### config.mk
export PLATFORM = sky130hd
export DESIGN_NAME = i2cm_ctrl
export DESIGN_NICKNAME = d
export VERILOG_FILES = /design/src/common/i2cm_pkg.sv /design/src/rtl/i2cm_sync.sv /design/src/rtl/i2cm_ctrl.sv
export VERILOG_INCLUDE_DIRS = /design/src /design/src/common
export SDC_FILE = /design/constraint.sdc
export NUM_CORES = 1
export LEC_CHECK = 0
export BUFFER_PORTS_ARGS = -buffer_cell sky130_fd_sc_hd__buf_2
export CAP_MARGIN = 20
export CORE_ASPECT_RATIO = 0.75
export CORE_UTILIZATION = 56
export CTS_CLUSTER_SIZE = 20
export DETAILED_ROUTE_END_ITERATION = 8
export GPL_TIMING_DRIVEN = 0
export PLACE_DENSITY_LB_ADDON = 0.15
export REMOVE_ABC_BUFFERS = 1
export SETUP_SLACK_MARGIN = 0.5
export SYNTH_ARGS = -nofsm -noshare
export SYNTH_HDL_FRONTEND = slang
export SYNTH_SLANG_ARGS = --single-unit
### constraint.sdc
create_clock -name clk_i -period 2.4 [get_ports clk_i]
set_input_delay 0 -clock clk_i [delete_from_list [all_inputs] [get_ports clk_i]]
set_output_delay 0 -clock clk_i [all_outputs]
set_load 0.005 [all_outputs]
### src/common/i2cm_regs.svh
// i2cm_regs.svh: register offsets, field positions, reset values, timing counts
// assumes a 200 MHz system clock and a plain address/strobe register port
`ifndef I2CM_REGS_SVH
`define I2CM_REGS_SVH
`define I2CM_ADDR_RAW 32'h4005_0004
`define I2CM_ADDR_IEN 32'h4005_0008
`define I2CM_ADDR_MSK 32'h4005_0018
`define I2CM_ADDR_CMD 32'h4005_0020
`define I2CM_ADDR_DAT 32'h4005_0080
`define I2CM_B_MPEND 0
`define I2CM_B_ARB 4
`define I2CM_B_SSERR 6
`define I2CM_B_SPEND 8
`define I2CM_B_SNSTR 11
`define I2CM_B_SDESEL 15
`define I2CM_B_MRDY 16
`define I2CM_B_MOV 17
`define I2CM_B_MIDLE 19
`define I2CM_B_EVTO 24
`define I2CM_B_SCLTO 25
`define I2CM_B_CONT 0
`define I2CM_B_START 1
`define I2CM_B_STOP 2
`define I2CM_B_DMA 3
`define I2CM_RAW_RST 32'h0000_0801
`define I2CM_IEN_BITS 32'h030B_8951
`define I2CM_STICKY 32'h030A_8050
`define I2CM_CLK_NS 5
`define I2CM_HALF_NS 1250
`define I2CM_HALF_CYC ((`I2CM_HALF_NS + `I2CM_CLK_NS - 1) / `I2CM_CLK_NS)
`define I2CM_TOUT_NS 20000
`define I2CM_TOUT_CYC (`I2CM_TOUT_NS / `I2CM_CLK_NS)
`endif

### src/common/i2cm_pkg.sv
// i2cm_pkg: state, decode and follow-up enumerations of the master control block
// assumes nothing beyond a SystemVerilog compiler
`default_nettype none
package i2cm_pkg;
    typedef enum logic [2:0] {
        ST_IDLE = 3'h0,
        ST_START = 3'h1,
        ST_BIT = 3'h2,
        ST_PEND = 3'h3,
        ST_STOP = 3'h4
    } i2cm_state_e;
    typedef enum logic [2:0] {
        SEL_NONE = 3'h0,
        SEL_RAW = 3'h1,
        SEL_IEN = 3'h2,
        SEL_MSK = 3'h3,
        SEL_CMD = 3'h4,
        SEL_DAT = 3'h5
    } i2cm_sel_e;
    typedef enum logic [1:0] {
        THEN_PEND = 2'h0,
        THEN_STOP = 2'h1,
        THEN_START = 2'h2
    } i2cm_then_e;
endpackage
`default_nettype wire

### src/rtl/i2cm_sync.sv
// i2cm_sync: two-flop synchroniser for the clock and data lines
// assumes idle-high open-drain lines arriving from outside the clock domain
`timescale 1ns/10ps
`default_nettype none
module i2cm_sync (
    input wire logic clk_i,
    input wire logic reset_n_i,
    input wire logic [1:0] async_i,
    output logic [1:0] sync_o
);
    logic [1:0] meta_q;

    always_ff @(posedge clk_i or negedge reset_n_i) begin
        if (!reset_n_i) begin
            meta_q <= 2'h3;
            sync_o <= 2'h3;
        end else begin
            meta_q <= async_i;
            sync_o <= meta_q;
        end
    end
endmodule
`default_nettype wire

### src/rtl/i2cm_ctrl.sv
// i2cm_ctrl: i2c master command register, masked interrupt view and bit engine
// assumes open-drain pins resolved outside and same-clock slave/monitor flags
// Overview of operation
// - masked view shows flags whose enable is set
// - master pending bit0, arb loss 4, error 6
// - slave pending 8, not-stretching 11, deselected 15
// - monitor bits 16,17,19, timeouts 24 and 25
// - command writes other than the dma bit act only in idle or pending, one action each
// - continue bit one advances master, zero ignored
// - start bit one generates a start condition
// - stop bit generates stop, nack first receiving
// - dma enable gates master dma requests
// - dma receive acknowledges bytes automatically
//
// Decided for this implementation: the strobed register port.
`include "i2cm_regs.svh"
`timescale 1ns/10ps
`default_nettype none
module i2cm_ctrl (
    input wire logic clk_i,
    input wire logic reset_n_i,
    input wire logic [31:0] addr_i,
    input wire logic [31:0] wdata_i,
    input wire logic wr_i,
    input wire logic rd_i,
    output logic [31:0] rdata_o,
    input wire logic scl_i,
    output logic scl_o,
    output logic scl_oe_o,
    input wire logic sda_i,
    output logic sda_o,
    output logic sda_oe_o,
    input wire logic slv_pending_i,
    input wire logic slv_not_stretching_i,
    input wire logic slv_deselected_i,
    input wire logic mon_ready_i,
    input wire logic mon_overflow_i,
    input wire logic mon_idle_i,
    output logic dma_req_o,
    input wire logic dma_ack_i,
    input wire logic [7:0] dma_wdata_i,
    output logic [7:0] dma_rdata_o,
    output logic irq_o
);
    function automatic i2cm_pkg::i2cm_sel_e i2cm_decode(input logic [31:0] a);
        case (a)
            `I2CM_ADDR_RAW: i2cm_decode = i2cm_pkg::SEL_RAW;
            `I2CM_ADDR_IEN: i2cm_decode = i2cm_pkg::SEL_IEN;
            `I2CM_ADDR_MSK: i2cm_decode = i2cm_pkg::SEL_MSK;
            `I2CM_ADDR_CMD: i2cm_decode = i2cm_pkg::SEL_CMD;
            `I2CM_ADDR_DAT: i2cm_decode = i2cm_pkg::SEL_DAT;
            default: i2cm_decode = i2cm_pkg::SEL_NONE;
        endcase
    endfunction

    i2cm_pkg::i2cm_sel_e sel_w;
    i2cm_pkg::i2cm_state_e st_q;
    i2cm_pkg::i2cm_then_e then_q;
    logic [1:0] pins_s;
    logic scl_s, sda_s, scl_d_q, sda_d_q, start_det, stop_det;
    logic ph_q, tick, rcv_q, ack_due_q, rxb_q, last_ack_q;
    logic scl_oe_q, sda_oe_q, arb_ev_q, sserr_ev_q, dma_en_q;
    logic cmd_wr, go_cont, go_start, go_stop, dma_go, mst_pend;
    logic [8:0] cnt_q, tx_sh_q, own_q;
    logic [3:0] nbit_q;
    logic [7:0] rx_sh_q, rx_q, tx_q, tx_now;
    logic [31:0] sticky_q, ien_q, raw_w, set_w, clr_w, rdata_q;
    logic slv_pend_q, slv_nstr_q, mon_rdy_q, busy_q;
    logic [11:0] ev_cnt_q, scl_cnt_q;
    logic ev_run, scl_run, ev_to, scl_to;

    i2cm_sync u_sync (
        .clk_i(clk_i),
        .reset_n_i(reset_n_i),
        .async_i({scl_i, sda_i}),
        .sync_o(pins_s)
    );

    assign scl_s = pins_s[1];
    assign sda_s = pins_s[0];
    assign start_det = scl_s & scl_d_q & sda_d_q & ~sda_s;
    assign stop_det = scl_s & scl_d_q & ~sda_d_q & sda_s;
    assign sel_w = i2cm_decode(addr_i);
    assign tick = (cnt_q == 9'(`I2CM_HALF_CYC - 1));

    // each write is decoded into one-cycle pulses; only the dma bit is stored
    assign cmd_wr = wr_i && (sel_w == i2cm_pkg::SEL_CMD);
    assign go_start = cmd_wr && wdata_i[`I2CM_B_START];
    assign go_stop = cmd_wr && wdata_i[`I2CM_B_STOP];
    assign dma_go = dma_ack_i && dma_req_o;
    assign go_cont = (cmd_wr && wdata_i[`I2CM_B_CONT]) || dma_go;
    assign tx_now = dma_go ? dma_wdata_i : tx_q;
    assign dma_req_o = (st_q == i2cm_pkg::ST_PEND) && dma_en_q;
    assign dma_rdata_o = rx_q;

    assign scl_o = 1'b0;
    assign sda_o = 1'b0;
    assign scl_oe_o = scl_oe_q;
    assign sda_oe_o = sda_oe_q;
    assign rdata_o = rdata_q;

    always_ff @(posedge clk_i or negedge reset_n_i) begin
        if (!reset_n_i) begin
            dma_en_q <= 1'b0;
        end else if (cmd_wr) begin
            dma_en_q <= wdata_i[`I2CM_B_DMA];
        end
    end

    always_ff @(posedge clk_i or negedge reset_n_i) begin
        if (!reset_n_i) begin
            tx_q <= 8'h00;
        end else if (dma_go) begin
            tx_q <= dma_wdata_i;
        end else if (wr_i && sel_w == i2cm_pkg::SEL_DAT) begin
            tx_q <= wdata_i[7:0];
        end
    end

    // bit engine: scl held low while pending, released and waited on when high
    always_ff @(posedge clk_i or negedge reset_n_i) begin
        if (!reset_n_i) begin
            st_q <= i2cm_pkg::ST_IDLE;
            then_q <= i2cm_pkg::THEN_PEND;
            ph_q <= 1'b0;
            cnt_q <= 9'h000;
            nbit_q <= 4'h0;
            tx_sh_q <= 9'h1FF;
            own_q <= 9'h000;
            rx_sh_q <= 8'h00;
            rx_q <= 8'h00;
            rcv_q <= 1'b0;
            ack_due_q <= 1'b0;
            rxb_q <= 1'b0;
            last_ack_q <= 1'b0;
            scl_oe_q <= 1'b0;
            sda_oe_q <= 1'b0;
            arb_ev_q <= 1'b0;
            sserr_ev_q <= 1'b0;
        end else begin
            arb_ev_q <= 1'b0;
            sserr_ev_q <= (go_start || go_stop) && (st_q != i2cm_pkg::ST_PEND)
                && (st_q != i2cm_pkg::ST_IDLE);
            cnt_q <= cnt_q + 9'h001;
            case (st_q)
                i2cm_pkg::ST_IDLE: begin
                    scl_oe_q <= 1'b0;
                    sda_oe_q <= 1'b0;
                    ph_q <= 1'b0;
                    cnt_q <= 9'h000;
                    rcv_q <= 1'b0;
                    ack_due_q <= 1'b0;
                    if (go_start) begin
                        st_q <= i2cm_pkg::ST_START;
                    end else if (go_stop || go_cont) begin
                        sserr_ev_q <= 1'b1;
                    end
                end
                i2cm_pkg::ST_START: begin
                    if (!ph_q) begin
                        sda_oe_q <= 1'b0;
                        if (tick) begin
                            cnt_q <= 9'h000;
                            if (scl_oe_q) begin
                                scl_oe_q <= 1'b0;
                            end else if (scl_s && sda_s) begin
                                sda_oe_q <= 1'b1;
                                ph_q <= 1'b1;
                            end
                        end
                    end else if (tick) begin
                        scl_oe_q <= 1'b1;
                        ph_q <= 1'b0;
                        cnt_q <= 9'h000;
                        st_q <= i2cm_pkg::ST_BIT;
                        tx_sh_q <= {tx_q, 1'b1};
                        own_q <= 9'h1FE;
                        nbit_q <= 4'h9;
                        rcv_q <= tx_q[0];
                        ack_due_q <= 1'b0;
                        rxb_q <= 1'b0;
                        then_q <= i2cm_pkg::THEN_PEND;
                    end
                end
                i2cm_pkg::ST_BIT: begin
                    if (!ph_q) begin
                        sda_oe_q <= ~tx_sh_q[8];
                        if (tick) begin
                            scl_oe_q <= 1'b0;
                            ph_q <= 1'b1;
                            cnt_q <= 9'h000;
                        end
                    end else if (!scl_s) begin
                        // another device stretches the clock
                        cnt_q <= 9'h000;
                    end else if (tick) begin
                        cnt_q <= 9'h000;
                        ph_q <= 1'b0;
                        scl_oe_q <= 1'b1;
                        rx_sh_q <= {rx_sh_q[6:0], sda_s};
                        tx_sh_q <= {tx_sh_q[7:0], 1'b1};
                        own_q <= {own_q[7:0], 1'b0};
                        nbit_q <= nbit_q - 4'h1;
                        if (own_q[8] && tx_sh_q[8] && !sda_s) begin
                            arb_ev_q <= 1'b1;
                            scl_oe_q <= 1'b0;
                            sda_oe_q <= 1'b0;
                            st_q <= i2cm_pkg::ST_IDLE;
                        end else if (nbit_q == 4'h1) begin
                            last_ack_q <= sda_s;
                            if (rxb_q) begin
                                rx_q <= {rx_sh_q[6:0], sda_s};
                                ack_due_q <= 1'b1;
                            end
                            case (then_q)
                                i2cm_pkg::THEN_STOP: st_q <= i2cm_pkg::ST_STOP;
                                i2cm_pkg::THEN_START: st_q <= i2cm_pkg::ST_START;
                                default: st_q <= i2cm_pkg::ST_PEND;
                            endcase
                        end
                    end
                end
                i2cm_pkg::ST_PEND: begin
                    cnt_q <= 9'h000;
                    ph_q <= 1'b0;
                    sda_oe_q <= 1'b0;
                    // continue and stop are only taken here, while the master waits; start also in idle
                    if (go_stop || go_start) begin
                        then_q <= go_stop ? i2cm_pkg::THEN_STOP : i2cm_pkg::THEN_START;
                        if (rcv_q && ack_due_q) begin
                            // receiver refuses the next byte before letting go
                            st_q <= i2cm_pkg::ST_BIT;
                            tx_sh_q <= 9'h1FF;
                            own_q <= 9'h100;
                            nbit_q <= 4'h1;
                            rxb_q <= 1'b0;
                            ack_due_q <= 1'b0;
                        end else begin
                            st_q <= go_stop ? i2cm_pkg::ST_STOP : i2cm_pkg::ST_START;
                        end
                    end else if (go_cont) begin
                        st_q <= i2cm_pkg::ST_BIT;
                        then_q <= i2cm_pkg::THEN_PEND;
                        ack_due_q <= 1'b0;
                        if (rcv_q) begin
                            // the owed acknowledge leads the next byte
                            rxb_q <= 1'b1;
                            nbit_q <= ack_due_q ? 4'h9 : 4'h8;
                            tx_sh_q <= ack_due_q ? 9'h0FF : 9'h1FF;
                            own_q <= ack_due_q ? 9'h100 : 9'h000;
                        end else begin
                            rxb_q <= 1'b0;
                            tx_sh_q <= {tx_now, 1'b1};
                            own_q <= 9'h1FE;
                            nbit_q <= 4'h9;
                        end
                    end
                end
                i2cm_pkg::ST_STOP: begin
                    if (!ph_q) begin
                        sda_oe_q <= 1'b1;
                        if (tick) begin
                            scl_oe_q <= 1'b0;
                            ph_q <= 1'b1;
                            cnt_q <= 9'h000;
                        end
                    end else if (!scl_s) begin
                        cnt_q <= 9'h000;
                    end else if (tick) begin
                        sda_oe_q <= 1'b0;
                        st_q <= i2cm_pkg::ST_IDLE;
                    end
                end
                default: st_q <= i2cm_pkg::ST_IDLE;
            endcase
        end
    end

    // bus activity and time-out counters
    assign ev_run = busy_q && (scl_s == scl_d_q) && !start_det && !stop_det;
    assign scl_run = !scl_s;
    assign ev_to = ev_run && (ev_cnt_q == 12'(`I2CM_TOUT_CYC - 1));
    assign scl_to = scl_run && (scl_cnt_q == 12'(`I2CM_TOUT_CYC - 1));

    always_ff @(posedge clk_i or negedge reset_n_i) begin
        if (!reset_n_i) begin
            scl_d_q <= 1'b1;
            sda_d_q <= 1'b1;
            busy_q <= 1'b0;
            ev_cnt_q <= 12'h000;
            scl_cnt_q <= 12'h000;
        end else begin
            scl_d_q <= scl_s;
            sda_d_q <= sda_s;
            if (start_det) begin
                busy_q <= 1'b1;
            end else if (stop_det) begin
                busy_q <= 1'b0;
            end
            if (!ev_run) begin
                ev_cnt_q <= 12'h000;
            end else if (ev_cnt_q != 12'(`I2CM_TOUT_CYC)) begin
                ev_cnt_q <= ev_cnt_q + 12'h001;
            end
            if (!scl_run) begin
                scl_cnt_q <= 12'h000;
            end else if (scl_cnt_q != 12'(`I2CM_TOUT_CYC)) begin
                scl_cnt_q <= scl_cnt_q + 12'h001;
            end
        end
    end

    // status: levels follow their sources, events stick until written one
    always_ff @(posedge clk_i or negedge reset_n_i) begin
        if (!reset_n_i) begin
            slv_pend_q <= 1'b0;
            slv_nstr_q <= 1'b1;
            mon_rdy_q <= 1'b0;
        end else begin
            slv_pend_q <= slv_pending_i;
            slv_nstr_q <= slv_not_stretching_i;
            mon_rdy_q <= mon_ready_i;
        end
    end

    // a dma-driven pending state does not show as master pending
    assign mst_pend = ((st_q == i2cm_pkg::ST_IDLE) || (st_q == i2cm_pkg::ST_PEND))
        && !dma_en_q;

    always_comb begin
        set_w = 32'h0000_0000;
        set_w[`I2CM_B_ARB] = arb_ev_q;
        set_w[`I2CM_B_SSERR] = sserr_ev_q;
        set_w[`I2CM_B_SDESEL] = slv_deselected_i;
        set_w[`I2CM_B_MOV] = mon_overflow_i;
        set_w[`I2CM_B_MIDLE] = mon_idle_i;
        set_w[`I2CM_B_EVTO] = ev_to;
        set_w[`I2CM_B_SCLTO] = scl_to;
    end

    always_comb begin
        raw_w = sticky_q;
        raw_w[`I2CM_B_MPEND] = mst_pend;
        raw_w[`I2CM_B_SPEND] = slv_pend_q;
        raw_w[`I2CM_B_SNSTR] = slv_nstr_q;
        raw_w[`I2CM_B_MRDY] = mon_rdy_q;
    end

    assign clr_w = (wr_i && sel_w == i2cm_pkg::SEL_RAW) ? (wdata_i & `I2CM_STICKY)
        : 32'h0000_0000;

    always_ff @(posedge clk_i or negedge reset_n_i) begin
        if (!reset_n_i) begin
            sticky_q <= `I2CM_RAW_RST & `I2CM_STICKY;
        end else begin
            // a set arriving with its clear wins
            sticky_q <= ((sticky_q & ~clr_w) | set_w) & `I2CM_STICKY;
        end
    end

    always_ff @(posedge clk_i or negedge reset_n_i) begin
        if (!reset_n_i) begin
            ien_q <= 32'h0000_0000;
        end else if (wr_i && sel_w == i2cm_pkg::SEL_IEN) begin
            ien_q <= wdata_i & `I2CM_IEN_BITS;
        end
    end

    assign irq_o = |(raw_w & ien_q);

    // the masked view has no write decode at all
    always_ff @(posedge clk_i or negedge reset_n_i) begin
        if (!reset_n_i) begin
            rdata_q <= 32'h0000_0000;
        end else if (!rd_i) begin
            rdata_q <= 32'h0000_0000;
        end else begin
            case (sel_w)
                i2cm_pkg::SEL_RAW: rdata_q <= raw_w;
                i2cm_pkg::SEL_IEN: rdata_q <= ien_q;
                i2cm_pkg::SEL_MSK: rdata_q <= raw_w & ien_q;
                i2cm_pkg::SEL_CMD: rdata_q <= {28'h0000000, dma_en_q, 3'h0};
                i2cm_pkg::SEL_DAT: rdata_q <= {23'h000000, last_ack_q, rx_q};
                default: rdata_q <= 32'h0000_0000;
            endcase
        end
    end
endmodule
`default_nettype wire

# Word level (Yosys, flattened, before mapping)
# Index checks and enable logic that the tools add are counted.
# totals
regBits	153
latchBits	0
ram_bits	0
romBits	0
inputBits	85
output_inout_bits	46
wordCells	280
n_memories	0
# op_classes
n_addsub	4
mul	0
n_div	0
n_lt_le_gt_ge	0
n_eq_ne	48
n_shift	0
n_mux	129
bitwise_logic	13
n_reduce_logical	54
# ops
cell	n
9-bit two-way mux	25
32-bit by 31-bit == test with 1-bit output (second input constant)	5
26-bit one-hot mux with 5 select lines	1
9-bit one-hot mux with 3 select lines	2
26-bit AND	2
1-bit two-way mux	52
26-bit two-way mux	2
12-bit two-way mux	4
3-bit two-way mux	15
9-bit one-hot mux with 4 select lines	1
4-bit two-way mux	8
32-bit OR reduction	1
3-bit one-hot mux with 5 select lines	2
26-bit inverter	1
26-bit OR	1
12-bit by 1-bit adder with 12-bit output (second input constant)	2
12-bit == test (second input constant)	2
8-bit two-way mux	3
12-bit != test (second input constant)	2
2-bit != test (second input constant)	12
11-bit AND reduction	2
1-bit logical AND	21
1-bit one-hot mux with 4 select lines	4
3-bit by 2-bit != test with 1-bit output (second input constant)	5
other kinds (32)	73

# Longest topological paths before layout
# Gate-level depths: netlist (run 1).
# logic_depth
word_depth	11
depth_mapped	10

# Modules after synthesis
# A second synthesis (run 1) with hierarchy kept.
# unflattened
hier_cells	691
hier_area_um2	6860.3
# by_module_without_submodules
mod	n_inst	cells_each	area_per_inst_um2	seq_area_each_um2
i2cm_ctrl	1	687	6755.2	3291.9
i2cm_sync	1	4	105.1	105.1

# Worst setup path before layout (run 1)
# OpenSTA, ideal clock, no wires.
# synth_path
path_kind	register to register
start	register cnt_q[1]
end	register cnt_q[2]
arrival_time_ns	1.969
required_ns	2.258
path_slack_ns	0.289
path_stages_with_launch	11
path_buffers	1
period_less_slack_ns	2.111
path_cell_list	dfrtp_1 > inv_1 > ha_1 > and4bb_2 > and2_1 > clkbuf_1 > nand2b_1 > a21oi_1 > a21oi_1 > o22ai_1 > nor2_1
# synth_via
elab_chain_cells	5
word_cells_on_any_way	8
# synth_lines
item	line	rtl
start: declaration	i2cm_ctrl.sv:64	logic [8:0] cnt_q, tx_sh_q, own_q;
start signal: assignment	i2cm_ctrl.sv:144	cnt_q <= cnt_q + 9'h001;
9-bit by 1-bit adder with 9-bit output / 9-bit by 8-bit == test with 1-bit output (equally long branches)	i2cm_ctrl.sv:144, i2cm_ctrl.sv:84	
9-bit two-way mux	-	
9-bit two-way mux	i2cm_ctrl.sv:193	end else if (!scl_s) begin
9-bit two-way mux	i2cm_ctrl.sv:186	if (!ph_q) begin
9-bit one-hot mux with 4 select lines (*)	i2cm_ctrl.sv:145	case (st_q)
# Mark *: on every way between the ends. The rest lies on a longest branch, timed or not.
# A chain may end at the register's enable or synchronous reset.

# Worst setup path after layout (run 1)
# layout_path
start	register st_q[2]
end	register tx_sh_q[6]
# layout_via
elab_chain_cells	8
word_cells_on_any_way	20
# layout_lines
item	line	rtl
start: declaration	i2cm_ctrl.sv:57	i2cm_pkg::i2cm_state_e st_q;
start signal: assignment	i2cm_ctrl.sv:123	st_q <= i2cm_pkg::ST_IDLE;
start signal: assignment	i2cm_ctrl.sv:154	st_q <= i2cm_pkg::ST_START;
start signal: assignment	i2cm_ctrl.sv:175	st_q <= i2cm_pkg::ST_BIT;
3-bit by 2-bit == test with 1-bit output	i2cm_ctrl.sv:93, i2cm_ctrl.sv:145	
1-bit logical AND	i2cm_ctrl.sv:93	assign dma_req_o = (st_q == i2cm_pkg::ST_PEND) && dma_en_q;
1-bit logical AND	i2cm_ctrl.sv:90	assign dma_go = dma_ack_i && dma_req_o;
8-bit two-way mux	i2cm_ctrl.sv:92	assign tx_now = dma_go ? dma_wdata_i : tx_q;
9-bit two-way mux	i2cm_ctrl.sv:245	if (rcv_q) begin
9-bit two-way mux	i2cm_ctrl.sv:241	end else if (go_cont) begin
9-bit two-way mux	i2cm_ctrl.sv:228	if (go_stop || go_start) begin
9-bit one-hot mux with 3 select lines	i2cm_ctrl.sv:145	
end signal: assignment	i2cm_ctrl.sv:176	tx_sh_q <= {tx_q, 1'b1};
end signal: assignment	i2cm_ctrl.sv:249	tx_sh_q <= ack_due_q ? 9'h0FF : 9'h1FF;
end signal: assignment	i2cm_ctrl.sv:253	tx_sh_q <= {tx_now, 1'b1};
end: declaration	i2cm_ctrl.sv:64	
# Several ways; a longest one is shown, not always the timed one. The select of a mux whose other input is x is not followed.

==> results of run 1 <==
[power breakdown]
part	switching, mW	internal, mW	leakage [nW]	total (mW)
clock	1.02	1.82	0.306	2.84
sequential	0.0244	2.30	1.76	2.33
combinational	0.157	0.121	2.28	0.278
[stage by stage]
stage | cell area [sq um] | TNS, ns | power, mW | hold slack (ns) | instances
global placement | 7310 | -85.24 | 2.56 | 0.106 | 911
CTS | 8930 | 0 | 5.43 | 0.0338 | 1014
detailed placement | 7360 | -32.47 | 2.58 | 0.0127 | 914
global route | 9380 | 0 | 5.61 | 0.0400 | 1044
finish | 9380 | 0 | 5.45 | 0.0398 | 1044
floorplan | 6630 | -4.25 | 2.43 | -0.296 | 653
[final timing paths]
| path | start | endpoint | slack, ns | cells after the start |
|---|---|---|---|---|
| max in group asynchronous | reset_n_i | st_q[2]$_DFFE_PN0P_ | 1.47 | 3 |
| hold / removal | dma_wdata_i[7] | tx_q[7]$_DFFE_PN0P_ | 0.04 | 4 |
| setup / recovery | st_q[2]$_DFFE_PN0P_ | tx_sh_q[6]$_DFFE_PN1P_ | 0.11 | 11 |
| hold reg to reg | u_sync.meta_q[0]$_DFF_PN1_ | u_sync.sync_o[0]$_DFF_PN1_ | 0.35 | 0 |
| setup reg to reg | st_q[2]$_DFFE_PN0P_ | tx_sh_q[6]$_DFFE_PN1P_ | 0.11 | 11 |
| min in group asynchronous | reset_n_i | tx_q[2]$_DFFE_PN0P_ | 0.14 | 2 |
[Yosys cell counts (13+ instances only)]
master | instances | share of area, %
mux2_2 | 21 | 3.5
nor2_1 | 80 | 4.4
nand2_1 | 79 | 4.4
o21ai_0 | 27 | 2.0
clkbuf_1 | 18 | 0.99
inv_1 | 15 | 0.83
xor2_1 | 17 | 2.2
buf_4 | 18 | 2.0
and3_1 | 14 | 1.3
dfrtp_1 | 120 | 44
a21oi_1 | 30 | 2.2
xnor2_1 | 13 | 1.7
dfstp_2 | 15 | 5.8
[timing repair]
item,in CTS,in global routing
setup buffers,32,27
pin swaps,22,23
setup endpoints to repair,106,89
gates cloned,3,2
gates resized for setup,74,48
hold buffers,33,0
hold endpoints to repair,110,0
[worst reg2reg max path: stages (launching register included)]
cell and delay, ns:
dfrtp_4 0.50, and3b_2 0.28, buf_6 0.11, nand4_1 0.12, a21oi_2 0.25, nand2_1 0.12, o211ai_1 0.12, buf_4 0.15
buf_4 0.13, bufbuf_16 0.26, nand2_1 0.06, o31ai_2 0.09
[cell type report]
class / count / share of cell area, %
clock buffer: 21 / 5.02
clock inverter: 11 / 1.81
sequential: 135 / 36.4
multi-input combinational: 506 / 38.6
antenna: 1 / 0.0267
tap: 162 / 2.16
timing repair buffer: 193 / 15.4
inverter: 15 / 0.600
[registers in the layout (all words and copies together), names as in the netlist, 3 cells and up]
| signal | flops |
|---|---|
| nbit_q | 4 |
| sticky_q | 7 |
| ev_cnt_q | 12 |
| cnt_q | 9 |
| st_q | 3 |
| dma_rdata_o | 8 |
| rdata_o | 16 |
| scl_cnt_q | 12 |
| tx_q | 8 |
| rx_sh_q | 7 |
| tx_sh_q | 8 |
| own_q | 8 |
| ien_q | 11 |
[layer usage]
| metal | global-route usage (%) | vias to the layer above | share of wire, % |
|---|---|---|---|
| met5 | 0 | - | 0 |
| met4 | 11.7 | 0 | 3.6 |
| met3 | 9.47 | 90 | 9.0 |
| met2 | 49.6 | 422 | 47 |
| met1 | 40.8 | 3065 | 40 |
| li1 | - | 2773 | - |
[cell families after synthesis]
family                   synth area share, %
AO/OA/AOI/OAI                           13.4
XOR/XNOR                                3.85
adder cells (fa/ha/maj)                 2.02
buffers and inverters                   4.53
flip-flops                              49.8
multiplexers                            7.14
other                                 0.0550
AND/OR/NAND/NOR                         19.2
==> Implementation_results.wiki, run 1 <==
{| class="wikitable"
! Metric !! Value
|-
| Largest fanout on the critical path || 6
|-
| Data required time of the critical path || 2.71 ns
|-
| Final worst-path cycle share || between 90% and 100%
|-
| Core Footprint || 11,700 sq um
|-
| Post-synth EDFFs || 0
|-
| Buffers plus inverters on the worst setup path || 4
|-
| Distinct cells, synth || 68
|-
| Most frequent cells in the layout || 116 x dfrtp_1, 95 x buf_2, 77 x nor2_1
|-
| Tightest Pin Transition || 0.764 ns
|-
| Number of top-level pins || 131
|-
| Critical-path top delay cell || dfrtp_4
|-
| Sequence of cells on the critical path || and3b_2 -> buf_6 -> nand4_1 -> a21oi_2 -> nand2_1 -> o211ai_1 -> buf_4 -> buf_4 -> bufbuf_16 -> nand2_1 -> o31ai_2
|-
| Fraction of synthesis flops using an asynchronous set or reset pin || 100%
|-
| Final routed wire length divided by cell count || 19.8 um
|-
| Antenna violations before repair || 1
|-
| Detail-routed via count per cell || 6.08
|-
| Initial core utilization || about three fifths
|-
| Result of the run || complete, no violations
|-
| Normalized max-slew margin || 48.8%
|-
| Layout filler cell count || ~650
|-
| Layout Area Growth over Synthesis || 37.6%
|-
| Height of the chip || about 98 um
|-
| Cell area after technology mapping || 6820 sq um
|-
| Storage cell area || approximately 3400 sq um
|-
| Number of design rule violations left after detail routing || 0
|-
| Max-slew violations || 0
|-
| Sink count of the clock tree || 135
|-
| Minimum period implied by the final worst setup slack || 2.29 ns
|-
| Max Cap Viol || 0
|-
| Port Buf Inserts || 96
|-
| Via total after detailed routing || approximately 6.4k
|-
| Maximum vdd drop || 0.000502 V
|-
| CP Data Arrival Time || 2.60 ns
|-
| Number of global-route vias before repair || 6,064
|-
| Worst-case clock skew || 0.0108 ns
|-
| Number of storage elements in the synthesis netlist || 135
|-
| Most common cell after layout, fill and taps aside || dfrtp_1
|-
| Setup-failing EPs final || 0
|-
| Unrepaired setup endpoints after global routing || yes
|-
| Post-Synthesis Mean Instance Area || 10.0 sq um
|-
| Setup crit end kind || register
|-
| Number of nets in the final layout || 964
|-
| Clock-pin slew on the worst setup and hold paths || 0.06 ns
|-
| Area used by multi-input combinational logic || 3620 sq um
|-
| GPL Wtd Cong || 0.903
|-
| Global-route wire length before repair || slightly above 30 mm
|-
| Half-perimeter wire length after detailed placement || 11.3 mm
|-
| Final Routed Wirelength || between 20 and 25 mm
|-
| Most used flip-flop cell after synthesis || dfrtp_1
|-
| Number of nets still failing antenna checks after routing || 0
|-
| Number of warnings reported in the yosys synthesis log || 0
|-
| Smallest setup slack after layout || 0.111 ns
|-
| DRC violation total after the first TritonRoute iteration || 621
|-
| Register area share after synthesis || 49.8%
|-
| Number of instances in the synthesized netlist || 681
|-
| Leakage power total || 4.35 nW
|-
| Number of iterations in the first detailed-routing pass || 5
|-
| Clock H-tree levels || 4
|-
| Final count of hold timing violations || 0
|-
| Die Wd || 129 um
|-
| Delay of the slowest cell on the worst path || 0.50 ns
|-
| Largest net degree at the start of global routing || 75
|-
| Congestion Overflow GR || 0
|-
| Worst setup timing slack at the placement stage || -0.842 ns
|-
| Die Footprint || approximately 13,000 sq um
|-
| Clock tree root buffer cell || clkbuf_16
|-
| Peak clock frequency supported by timing || 437 MHz
|-
| Power per unit of standard cell area || 581 nW/um^2
|-
| Num CTS Buffers || 17
|-
| CP Class || register to register
|-
| Kind of cell adding the most delay to the critical path || buffers and inverters
|-
| Setup crit start kind || register
|-
| Clock Path Buffers || 2
|-
| Worst min-delay path category || input pin to register
|-
| TritonCTS clock tree || yes
|-
| Count of standard-cell rows || 34
|-
| Clock latency of the later-clocked register in the worst-skew pair || 0.42 ns
|-
| Combined global-route utilization of all metal layers || around a third
|-
| Fraction of final layout cells with drive strength greater than 1 || 35.3%
|-
| Final core utilization || between 70% and 80%
|}
No activity file was read; power rests on OpenSTA's default activity.
==> run 2, diff against run 1 <==
==> constraint.sdc (replaced) <==
create_clock -name clk_i -period 2.4 [get_ports clk_i]
set_input_delay 0 -clock clk_i [delete_from_list [all_inputs] [get_ports clk_i]]
set_output_delay 0 -clock clk_i [all_outputs]
set_load 0.05 [all_outputs]
==> run 2 against run 1 <==
  * Clock power is essentially flat
  * Register-to-register slack gained 0.03 ns
  * Critical path depth did not move
  * Sequential share of layout area rose by 0.17 points
  * Utilization fell by 0.40 points
  * Via count is 1.3% lower
  * First-iteration DRC count increased by 7.6%
  * Total power up 0.71%
  * Final cell count unchanged
==> Implementation_results.wiki, run 2 (synthesis gave the netlist of run 1 again) <==
{| class="wikitable"
! Metric !! Value
|-
| Congestion Overflow GR || 0 (unchanged)
|-
| CP Data Arrival Time || 2.57 ns (-0.03 ns)
|-
| Port Buf Inserts || 96 (unchanged)
|-
| Most frequent cells in the layout || 117 x dfrtp_1, 94 x buf_2, 77 x nor2_1
|-
| Number of global-route vias before repair || 6,047 (-0.28%)
|-
| Setup crit start kind || register
|-
| Minimum period implied by the final worst setup slack || 2.26 ns (-0.0327 ns)
|-
| Worst min-delay path category || input pin to register
|-
| Number of design rule violations left after detail routing || 0 (unchanged)
|-
| Initial core utilization || 58.1% (unchanged)
|-
| Clock tree root buffer cell || clkbuf_16
|-
| Maximum vdd drop || 0.000479 V (-4.7%)
|-
| Layout Area Growth over Synthesis || 36.9%
|-
| Antenna violations before repair || 1 (unchanged)
|-
| Die Wd || 129 um (unchanged)
|-
| Result of the run || complete, no violations
|-
| Number of iterations in the first detailed-routing pass || 6 (+1)
|-
| Data required time of the critical path || 2.72 ns (about the same)
|-
| Clock H-tree levels || 4 (unchanged)
|-
| Delay of the slowest cell on the worst path || 0.49 ns (about the same)
|-
| Critical-path top delay cell || dfrtp_4
|-
| Number of nets still failing antenna checks after routing || 0 (unchanged)
|-
| Normalized max-slew margin || 46.7% (-2.1 points)
|-
| Max reg flops || 16 (unchanged)
|-
| Detail-routed via count per cell || 6.00 (-1.3%)
|-
| Sink count of the clock tree || 135 (unchanged)
|-
| Sequence of cells on the critical path || and3b_2 -> buf_6 -> nand4_1 -> a21oi_2 -> nand2_1 -> o211ai_1 -> buf_4 -> buf_4 -> bufbuf_16 -> nand2_1 -> o31ai_2
|-
| Leakage power total || 4.35 nW (about the same)
|-
| Global-route wire length before repair || 30.3 mm (-0.14%)
|-
| Smallest setup slack after layout || 0.144 ns (+0.0327 ns)
|-
| Die Footprint || 12,600 sq um (unchanged)
|-
| Final routed wire length divided by cell count || 19.3 um (-2.2%)
|-
| Unrepaired setup endpoints after global routing || yes
|-
| Largest net degree at the start of global routing || 75 (unchanged)
|-
| Worst setup timing slack at the placement stage || -0.842 ns (unchanged)
|-
| Clock latency of the later-clocked register in the worst-skew pair || 0.42 ns (about the same)
|-
| Count of standard-cell rows || 34 (unchanged)
|-
| Setup-failing EPs final || 0 (unchanged)
|-
| DRC violation total after the first TritonRoute iteration || 668 (+7.6%)
|-
| Most common cell after layout, fill and taps aside || dfrtp_1
|-
| Number of nets in the final layout || 963 (-0.10%)
|-
| CP Class || register to register
|-
| Largest fanout on the critical path || 6 (unchanged)
|-
| Max-slew violations || 0 (unchanged)
|-
| Max Cap Viol || 0 (unchanged)
|-
| Final count of hold timing violations || 0 (unchanged)
|-
| Tightest Pin Transition || 0.795 ns (+0.0313 ns)
|-
| Power per unit of standard cell area || 588 nW/um^2 (+1.2%)
|-
| TritonCTS clock tree || yes
|-
| Fraction of final layout cells with drive strength greater than 1 || 34.9% (-0.41 points)
|-
| Peak clock frequency supported by timing || 443 MHz (+1.4%)
|-
| Final Routed Wirelength || 20.2 mm (-2.2%)
|-
| Height of the chip || 97.5 um (unchanged)
|-
| Via total after detailed routing || 6,267 (-1.3%)
|-
| GPL Wtd Cong || 0.903 (unchanged)
|-
| Num CTS Buffers || 17 (unchanged)
|-
| Combined global-route utilization of all metal layers || 31.4% (-0.064 points)
|-
| Worst hold-check slack || 0.0328 ns (-0.00700 ns)
|-
| Half-perimeter wire length after detailed placement || 11.3 mm (unchanged)
|-
| Number of top-level pins || 131 (unchanged)
|-
| Setup crit end kind || register
|-
| Core Footprint || 11,700 sq um (unchanged)
|-
| Total negative slack || 0 ns (unchanged)
|-
| Clock-pin slew on the worst setup and hold paths || 0.06 ns (about the same)
|-
| Clock Path Buffers || 2 (unchanged)
|-
| Worst-case clock skew || 0.00751 ns (-0.00327 ns)
|-
| Final worst-path cycle share || 94.0% (-1.4 points)
|}
-- run 2: worst paths after layout --
check | endpoint | slack, ns | start | cells past startpoint
min in group asynchronous | tx_q[2]$_DFFE_PN0P_ | 0.14 | reset_n_i | 2
max in group asynchronous | slv_nstr_q$_DFF_PN1_ | 1.47 | reset_n_i | 3
hold / removal | tx_q[7]$_DFFE_PN0P_ | 0.03 | dma_wdata_i[7] | 4
setup reg to reg | tx_sh_q[6]$_DFFE_PN1P_ | 0.14 | st_q[2]$_DFFE_PN0P_ | 11
setup / recovery | tx_sh_q[6]$_DFFE_PN1P_ | 0.14 | st_q[2]$_DFFE_PN0P_ | 11
hold reg to reg | u_sync.sync_o[0]$_DFF_PN1_ | 0.35 | u_sync.meta_q[0]$_DFF_PN1_ | 0
-- run 2: worst max-delay path, delay by kind of cell, from the launching register on --
kind	cells	cell delay, ns
AO/OA/AOI/OAI	3	0.44
buffers and inverters	4	0.64
flip-flops	1	0.49
AND/OR/NAND/NOR	4	0.58
-- run 2: what timing repair did --
item | 4_1_cts | 5_1_grt
buffers inserted | 33 | 25
cloned | 3 | 2
gates resized for setup | 75 | 42
endpoints found under the hold margin | 110 | 0
pin swaps | 22 | 21
endpoints found under the setup margin | 106 | 90
hold buffers | 33 | 0
-- run 2: layer usage --
metal	GRT usage [%]	wire length (um)	part of all wire (%)	vias up
met4	11.3	774	3.8	0
met5	0	0	0	-
met3	8.59	1790	8.9	87
met2	49.5	9510	47	383
li1	-	-	-	2774
met1	41.4	8120	40	3023
-- run 2: final cells by class --
type                       count  area, sq um
multi-input combinational    506         3570
sequential                   135         3410
fill                         665         2410
timing repair buffer         192         1450
clock buffer                  21          470
tap                          162          203
clock inverter                11          170
inverter                      15         56.3
antenna                        2         5.00
-- run 2: power breakdown --
part	leakage (nW)	internal (mW)	switching [mW]
Sequential	1.77	2.30	0.0243
Combinational	2.28	0.121	0.213
Clock	0.306	1.82	1.00
-- run 2: through the flow --
step / std cells / util (%) / instance area [sq um] / power, mW
6_report: 1044 / 79.5 / 9330 / 5.49
5_1_grt: 1042 / 79.4 / 9330 / 5.66
4_1_cts: 1015 / 76.1 / 8940 / 5.48
3_5_place_dp: 914 / 62.7 / 7360 / 2.63
3_3_place_gp: 911 / 62.3 / 7310 / 2.61
2_1_floorplan: 653 / - / 6630 / 2.48
==> run 3, diff against run 2 <==
--- a/config.mk
+++ b/config.mk
@@ -18,4 +18,5 @@
 export SETUP_SLACK_MARGIN = 0.5
 export SYNTH_ARGS = -nofsm -noshare
 export SYNTH_HDL_FRONTEND = slang
+export SYNTH_HIERARCHICAL = 1
 export SYNTH_SLANG_ARGS = --single-unit
==> run 3 against run 2 <==
  * The run now ends with negative setup slack left
  * Clock power is essentially flat
  * Clock-buffer cell count unchanged
  * Sequential power hardly changed
  * Fmax decreased by 13%
  * Worst setup slack worse by 0.32 ns
  * Final cell count is 1.1% higher
  * Largest cell class unchanged
==> Implementation_results.wiki, run 3 <==
{| class="wikitable"
! Metric !! Value
|-
| Max Cap Viol || 0 (unchanged)
|-
| Number of design rule violations left after detail routing || 0 (unchanged)
|-
| CP dominant cell by count || buf_4
|-
| Metal3 WL || 1.42 mm (-20%)
|-
| Total negative slack || -2.04 ns (-2.04 ns)
|-
| R2r worst-path depth || 11 (unchanged)
|-
| Die Footprint || 12,700 sq um (+0.64%)
|-
| CP Data Arrival Time || 2.94 ns (+0.37 ns)
|-
| Clock latency of the later-clocked register in the worst-skew pair || 0.42 ns (about the same)
|-
| Clock H-tree levels || 4 (unchanged)
|-
| DRC violation total after the first TritonRoute iteration || 718 (+7.5%)
|-
| Sink count of the clock tree || 135 (unchanged)
|-
| Relative contribution of combinational cells to total power || 6.2% (about the same)
|-
| GPL Wtd Cong || 0.865 (-4.2%)
|-
| Sequence of cells on the critical path || nand4_1 -> nor4_4 -> buf_4 -> nand3_4 -> a211o_4 -> buf_4 -> a2111oi_4 -> buf_4 -> buf_6 -> nand4b_1 -> nand2_1
|-
| Half-perimeter wire length after detailed placement || 11.5 mm (+2.2%)
|-
| Clock tree root buffer cell || clkbuf_16
|-
| Internal Power || 4.23 mW (-0.38%)
|-
| Maximum vdd drop || 0.000496 V (+3.7%)
|-
| Number of nets in the final layout || 977 (+1.5%)
|-
| Leakage power total || 4.30 nW (-1.1%)
|-
| Delay of the slowest cell on the worst path || 0.41 ns (-0.08 ns)
|-
| Most frequent cells in the layout || 117 x dfrtp_1, 96 x buf_2, 66 x nor2_1
|-
| Detail-routed via count per cell || 5.94 (-1.1%)
|-
| Worst min-delay path category || input pin to asynchronous set/reset pin
|-
| Most repeated cell in the gate-level netlist after synthesis || dfrtp_1
|-
| Number of warnings reported in the yosys synthesis log || 6 (+6)
|-
| Worst-case clock skew || 0.0107 ns (+0.00320 ns)
|-
| Number of iterations in the first detailed-routing pass || 6 (unchanged)
|-
| Critical-path top delay cell || dfrtp_1
|-
| Portion of total power attributed to the clock network || 51.2% (-0.3 points)
|-
| Number of instances in the synthesized netlist || 691 (+1.5%)
|-
| Internal reg-to-reg setup slack || -0.18 ns (-0.32 ns)
|-
| Worst R2R End || nbit_q[2]$_DFFE_PN0P_
|-
| Fraction of final layout cells with drive strength greater than 1 || 34.5% (-0.43 points)
|-
| Most used flip-flop cell after synthesis || dfrtp_1
|-
| Setup crit end kind || register
|-
| Largest area contributor in the netlist || dfrtp_1
|-
| Fraction of synthesis flops using an asynchronous set or reset pin || 100% (unchanged)
|-
| Number of top-level pins || 131 (unchanged)
|-
| Port Buf Inserts || 96 (unchanged)
|-
| Initial core utilization || 58.2% (+0.16 points)
|-
| Violations in the final reports || negative setup slack
|-
| Minimum period implied by the final worst setup slack || 2.58 ns (+0.322 ns)
|-
| Die Wd || 130 um (+0.32%)
|-
| Tightest Pin Transition || 0.918 ns (+0.123 ns)
|-
| Count of standard-cell rows || 34 (unchanged)
|-
| Max reg flops || 16 (unchanged)
|-
| Final count of hold timing violations || 0 (unchanged)
|-
| Number of storage elements in the synthesis netlist || 135 (unchanged)
|-
| Height of the chip || 97.9 um (+0.32%)
|-
| TritonCTS clock tree || yes
|-
| Post-Synthesis Mean Instance Area || 9.93 sq um (-0.81%)
|-
| Cell area after technology mapping || 6860 sq um (+0.64%)
|-
| Antenna diode count || 0 (-2)
|-
| Global-route wire length before repair || 30.2 mm (-0.18%)
|-
| Routed length on met1 || 8.33 mm (+2.6%)
|-
| Power per unit of standard cell area || 590 nW/um^2 (+0.36%)
|-
| Largest net degree at the start of global routing || 100 (+33%)
|-
| Result of the run || complete, but fails checks
|-
| Clock-pin slew on the worst setup and hold paths || 0.06 ns (about the same)
|-
| Layout Area Growth over Synthesis || 35.0%
|-
| Data required time of the critical path || 2.76 ns (+0.04 ns)
|-
| Via total after detailed routing || 6,272 (+0.080%)
|-
| Num CTS Buffers || 17 (unchanged)
|-
| CP Class || register to register
|-
| Setup crit start kind || register
|-
| Final worst-path cycle share || 107% (+13 points)
|-
| Core Footprint || 11,800 sq um (+0.36%)
|-
| Combined global-route utilization of all metal layers || 30.7% (-0.66 points)
|-
| Register area share after synthesis || 49.5% (-0.32 points)
|-
| Register share of total power || 42.6% (+0.2 points)
|-
| Most common cell after layout, fill and taps aside || dfrtp_1
|-
| Number of global-route vias before repair || 5,979 (-1.1%)
|-
| Setup-failing EPs final || 21 (+21)
|-
| Final Routed Wirelength || 19.5 mm (-3.4%)
|-
| Unrepaired setup endpoints after global routing || yes
|-
| Antenna violations before repair || 0 (-1)
|-
| Peak clock frequency supported by timing || 388 MHz (-13%)
|-
| Highest metal layer used by the detailed router || met4
|-
| Worst hold-check slack || 0.0418 ns (+0.00891 ns)
|-
| Top cells by instance count after synthesis || 120 x dfrtp_1, 71 x nor2_1, 69 x nand2_1, 53 x o21ai_0, 35 x a21oi_1
|-
| Power dissipated by switching net loads || 1.23 mW (-0.64%)
|-
| Post-synth EDFFs || 0 (unchanged)
|-
| Normalized max-slew margin || 38.3% (-8.4 points)
|-
| Ranking of synthesized cells by area || dfrtp_1 44%, dfstp_2 5.7%, mux2_2 5.3%
|-
| Smallest setup slack after layout || -0.178 ns (-0.322 ns)
|-
| Distinct cells, synth || 63 (-7.4%)
|-
| Congestion Overflow GR || 0 (unchanged)
|-
| Met2 layer wire length in the routed design || 9.27 mm (-2.5%)
|-
| Max-slew violations || 0 (unchanged)
|-
| Largest fanout on the critical path || 5 (-1)
|-
| Final routed wire length divided by cell count || 18.5 um (-4.5%)
|-
| Origin of the critical flop-to-flop path || cnt_q[4]$_DFF_PN0_
|-
| Switching fraction of total power || 22.6% (-0.045 points)
|-
| Number of nets still failing antenna checks after routing || 0 (unchanged)
|-
| Clock Path Buffers || 2 (unchanged)
|-
| Area fraction of the dominant cell type after synthesis || 43.8% (-0.28 points)
|}
## run 3: cell families after synthesis
logic type                 share of synthesized area (%)
AOI/OAI and AO/OA                                   15.2
muxes                                               6.71
DFF                                                 49.5
xor gates and xnor gates                            3.57
other                                             0.0547
buffers and inverters                               4.50
adders and majority gates                           2.01
and+or+nand+nor                                     18.4
## run 3: how the worst max path moves through the flow
stage                                   from  slack [ns]               endpoint  depth (start not counted)
after floorplan           cnt_q[1]$_DFF_PN0_       -0.55  nbit_q[1]$_DFFE_PN0P_                          9
after global placement             addr_i[1]       -1.20   rdata_o[6]$_DFF_PN0_                          7
after detailed placement  cnt_q[1]$_DFF_PN0_       -0.90  nbit_q[1]$_DFFE_PN0P_                         10
after CTS                 cnt_q[1]$_DFF_PN0_        -0.1  nbit_q[1]$_DFFE_PN0P_                         10
after global routing      cnt_q[4]$_DFF_PN0_       -0.29  nbit_q[2]$_DFFE_PN0P_                         11
final                     cnt_q[4]$_DFF_PN0_       -0.18  nbit_q[2]$_DFFE_PN0P_                         11
## run 3: power by group through the flow
stage	registers (mW)	logic (mW)	clock network (mW)
floorplan	2.36	0.125	0
global placement	2.37	0.253	0
detailed placement	2.37	0.270	0
CTS	2.33	0.319	2.81
global route	2.33	0.372	2.90
finish	2.33	0.340	2.80
## run 3: layout make-up
cell class,count,area [sq um]
multi-input cells,515,3560
flip-flops and latches,135,3410
fillers,718,2520
repair buffers,193,1370
clock buffers,21,460
well taps,162,203
clock inverters,11,173
inverters,19,83.8
## run 3: per-stage QoR
step | cell area [sq um] | total power, mW | utilization, % | cells | worst slack [ns]
2_1_floorplan | 6690 | 2.49 | - | 666 | -0.553
3_3_place_gp | 7370 | 2.62 | 62.5 | 924 | -1.20
3_5_place_dp | 7440 | 2.64 | 63.2 | 930 | -0.903
4_1_cts | 8750 | 5.46 | 74.3 | 1019 | -0.0961
5_1_grt | 9260 | 5.60 | 78.6 | 1056 | -0.287
6_report | 9260 | 5.46 | 78.6 | 1056 | -0.178
## run 3: layer usage
metal,vias up,track usage (%)
met5,-,0
met4,0,9.75
met3,56,6.47
met2,324,49.2
met1,3060,41.9
li1,2832,-
## run 3: what timing repair did
item / 4_1_cts / 5_1_grt
gates resized for setup: 43 / 85
buffers inserted: 20 / 35
hold buffers: 35 / 0
hold endpoints to repair: 171 / 0
cloned: 2 / 2
endpoints found under the setup margin: 81 / 73
pin swaps: 12 / 45
## run 3: critical path: cells and delay by family, from the launching register on
kind	cells	cell delay, ns
buffers and inverters	4	0.66
DFF	1	0.41
AOI/OAI and AO/OA	2	0.67
and+or+nand+nor	5	0.77
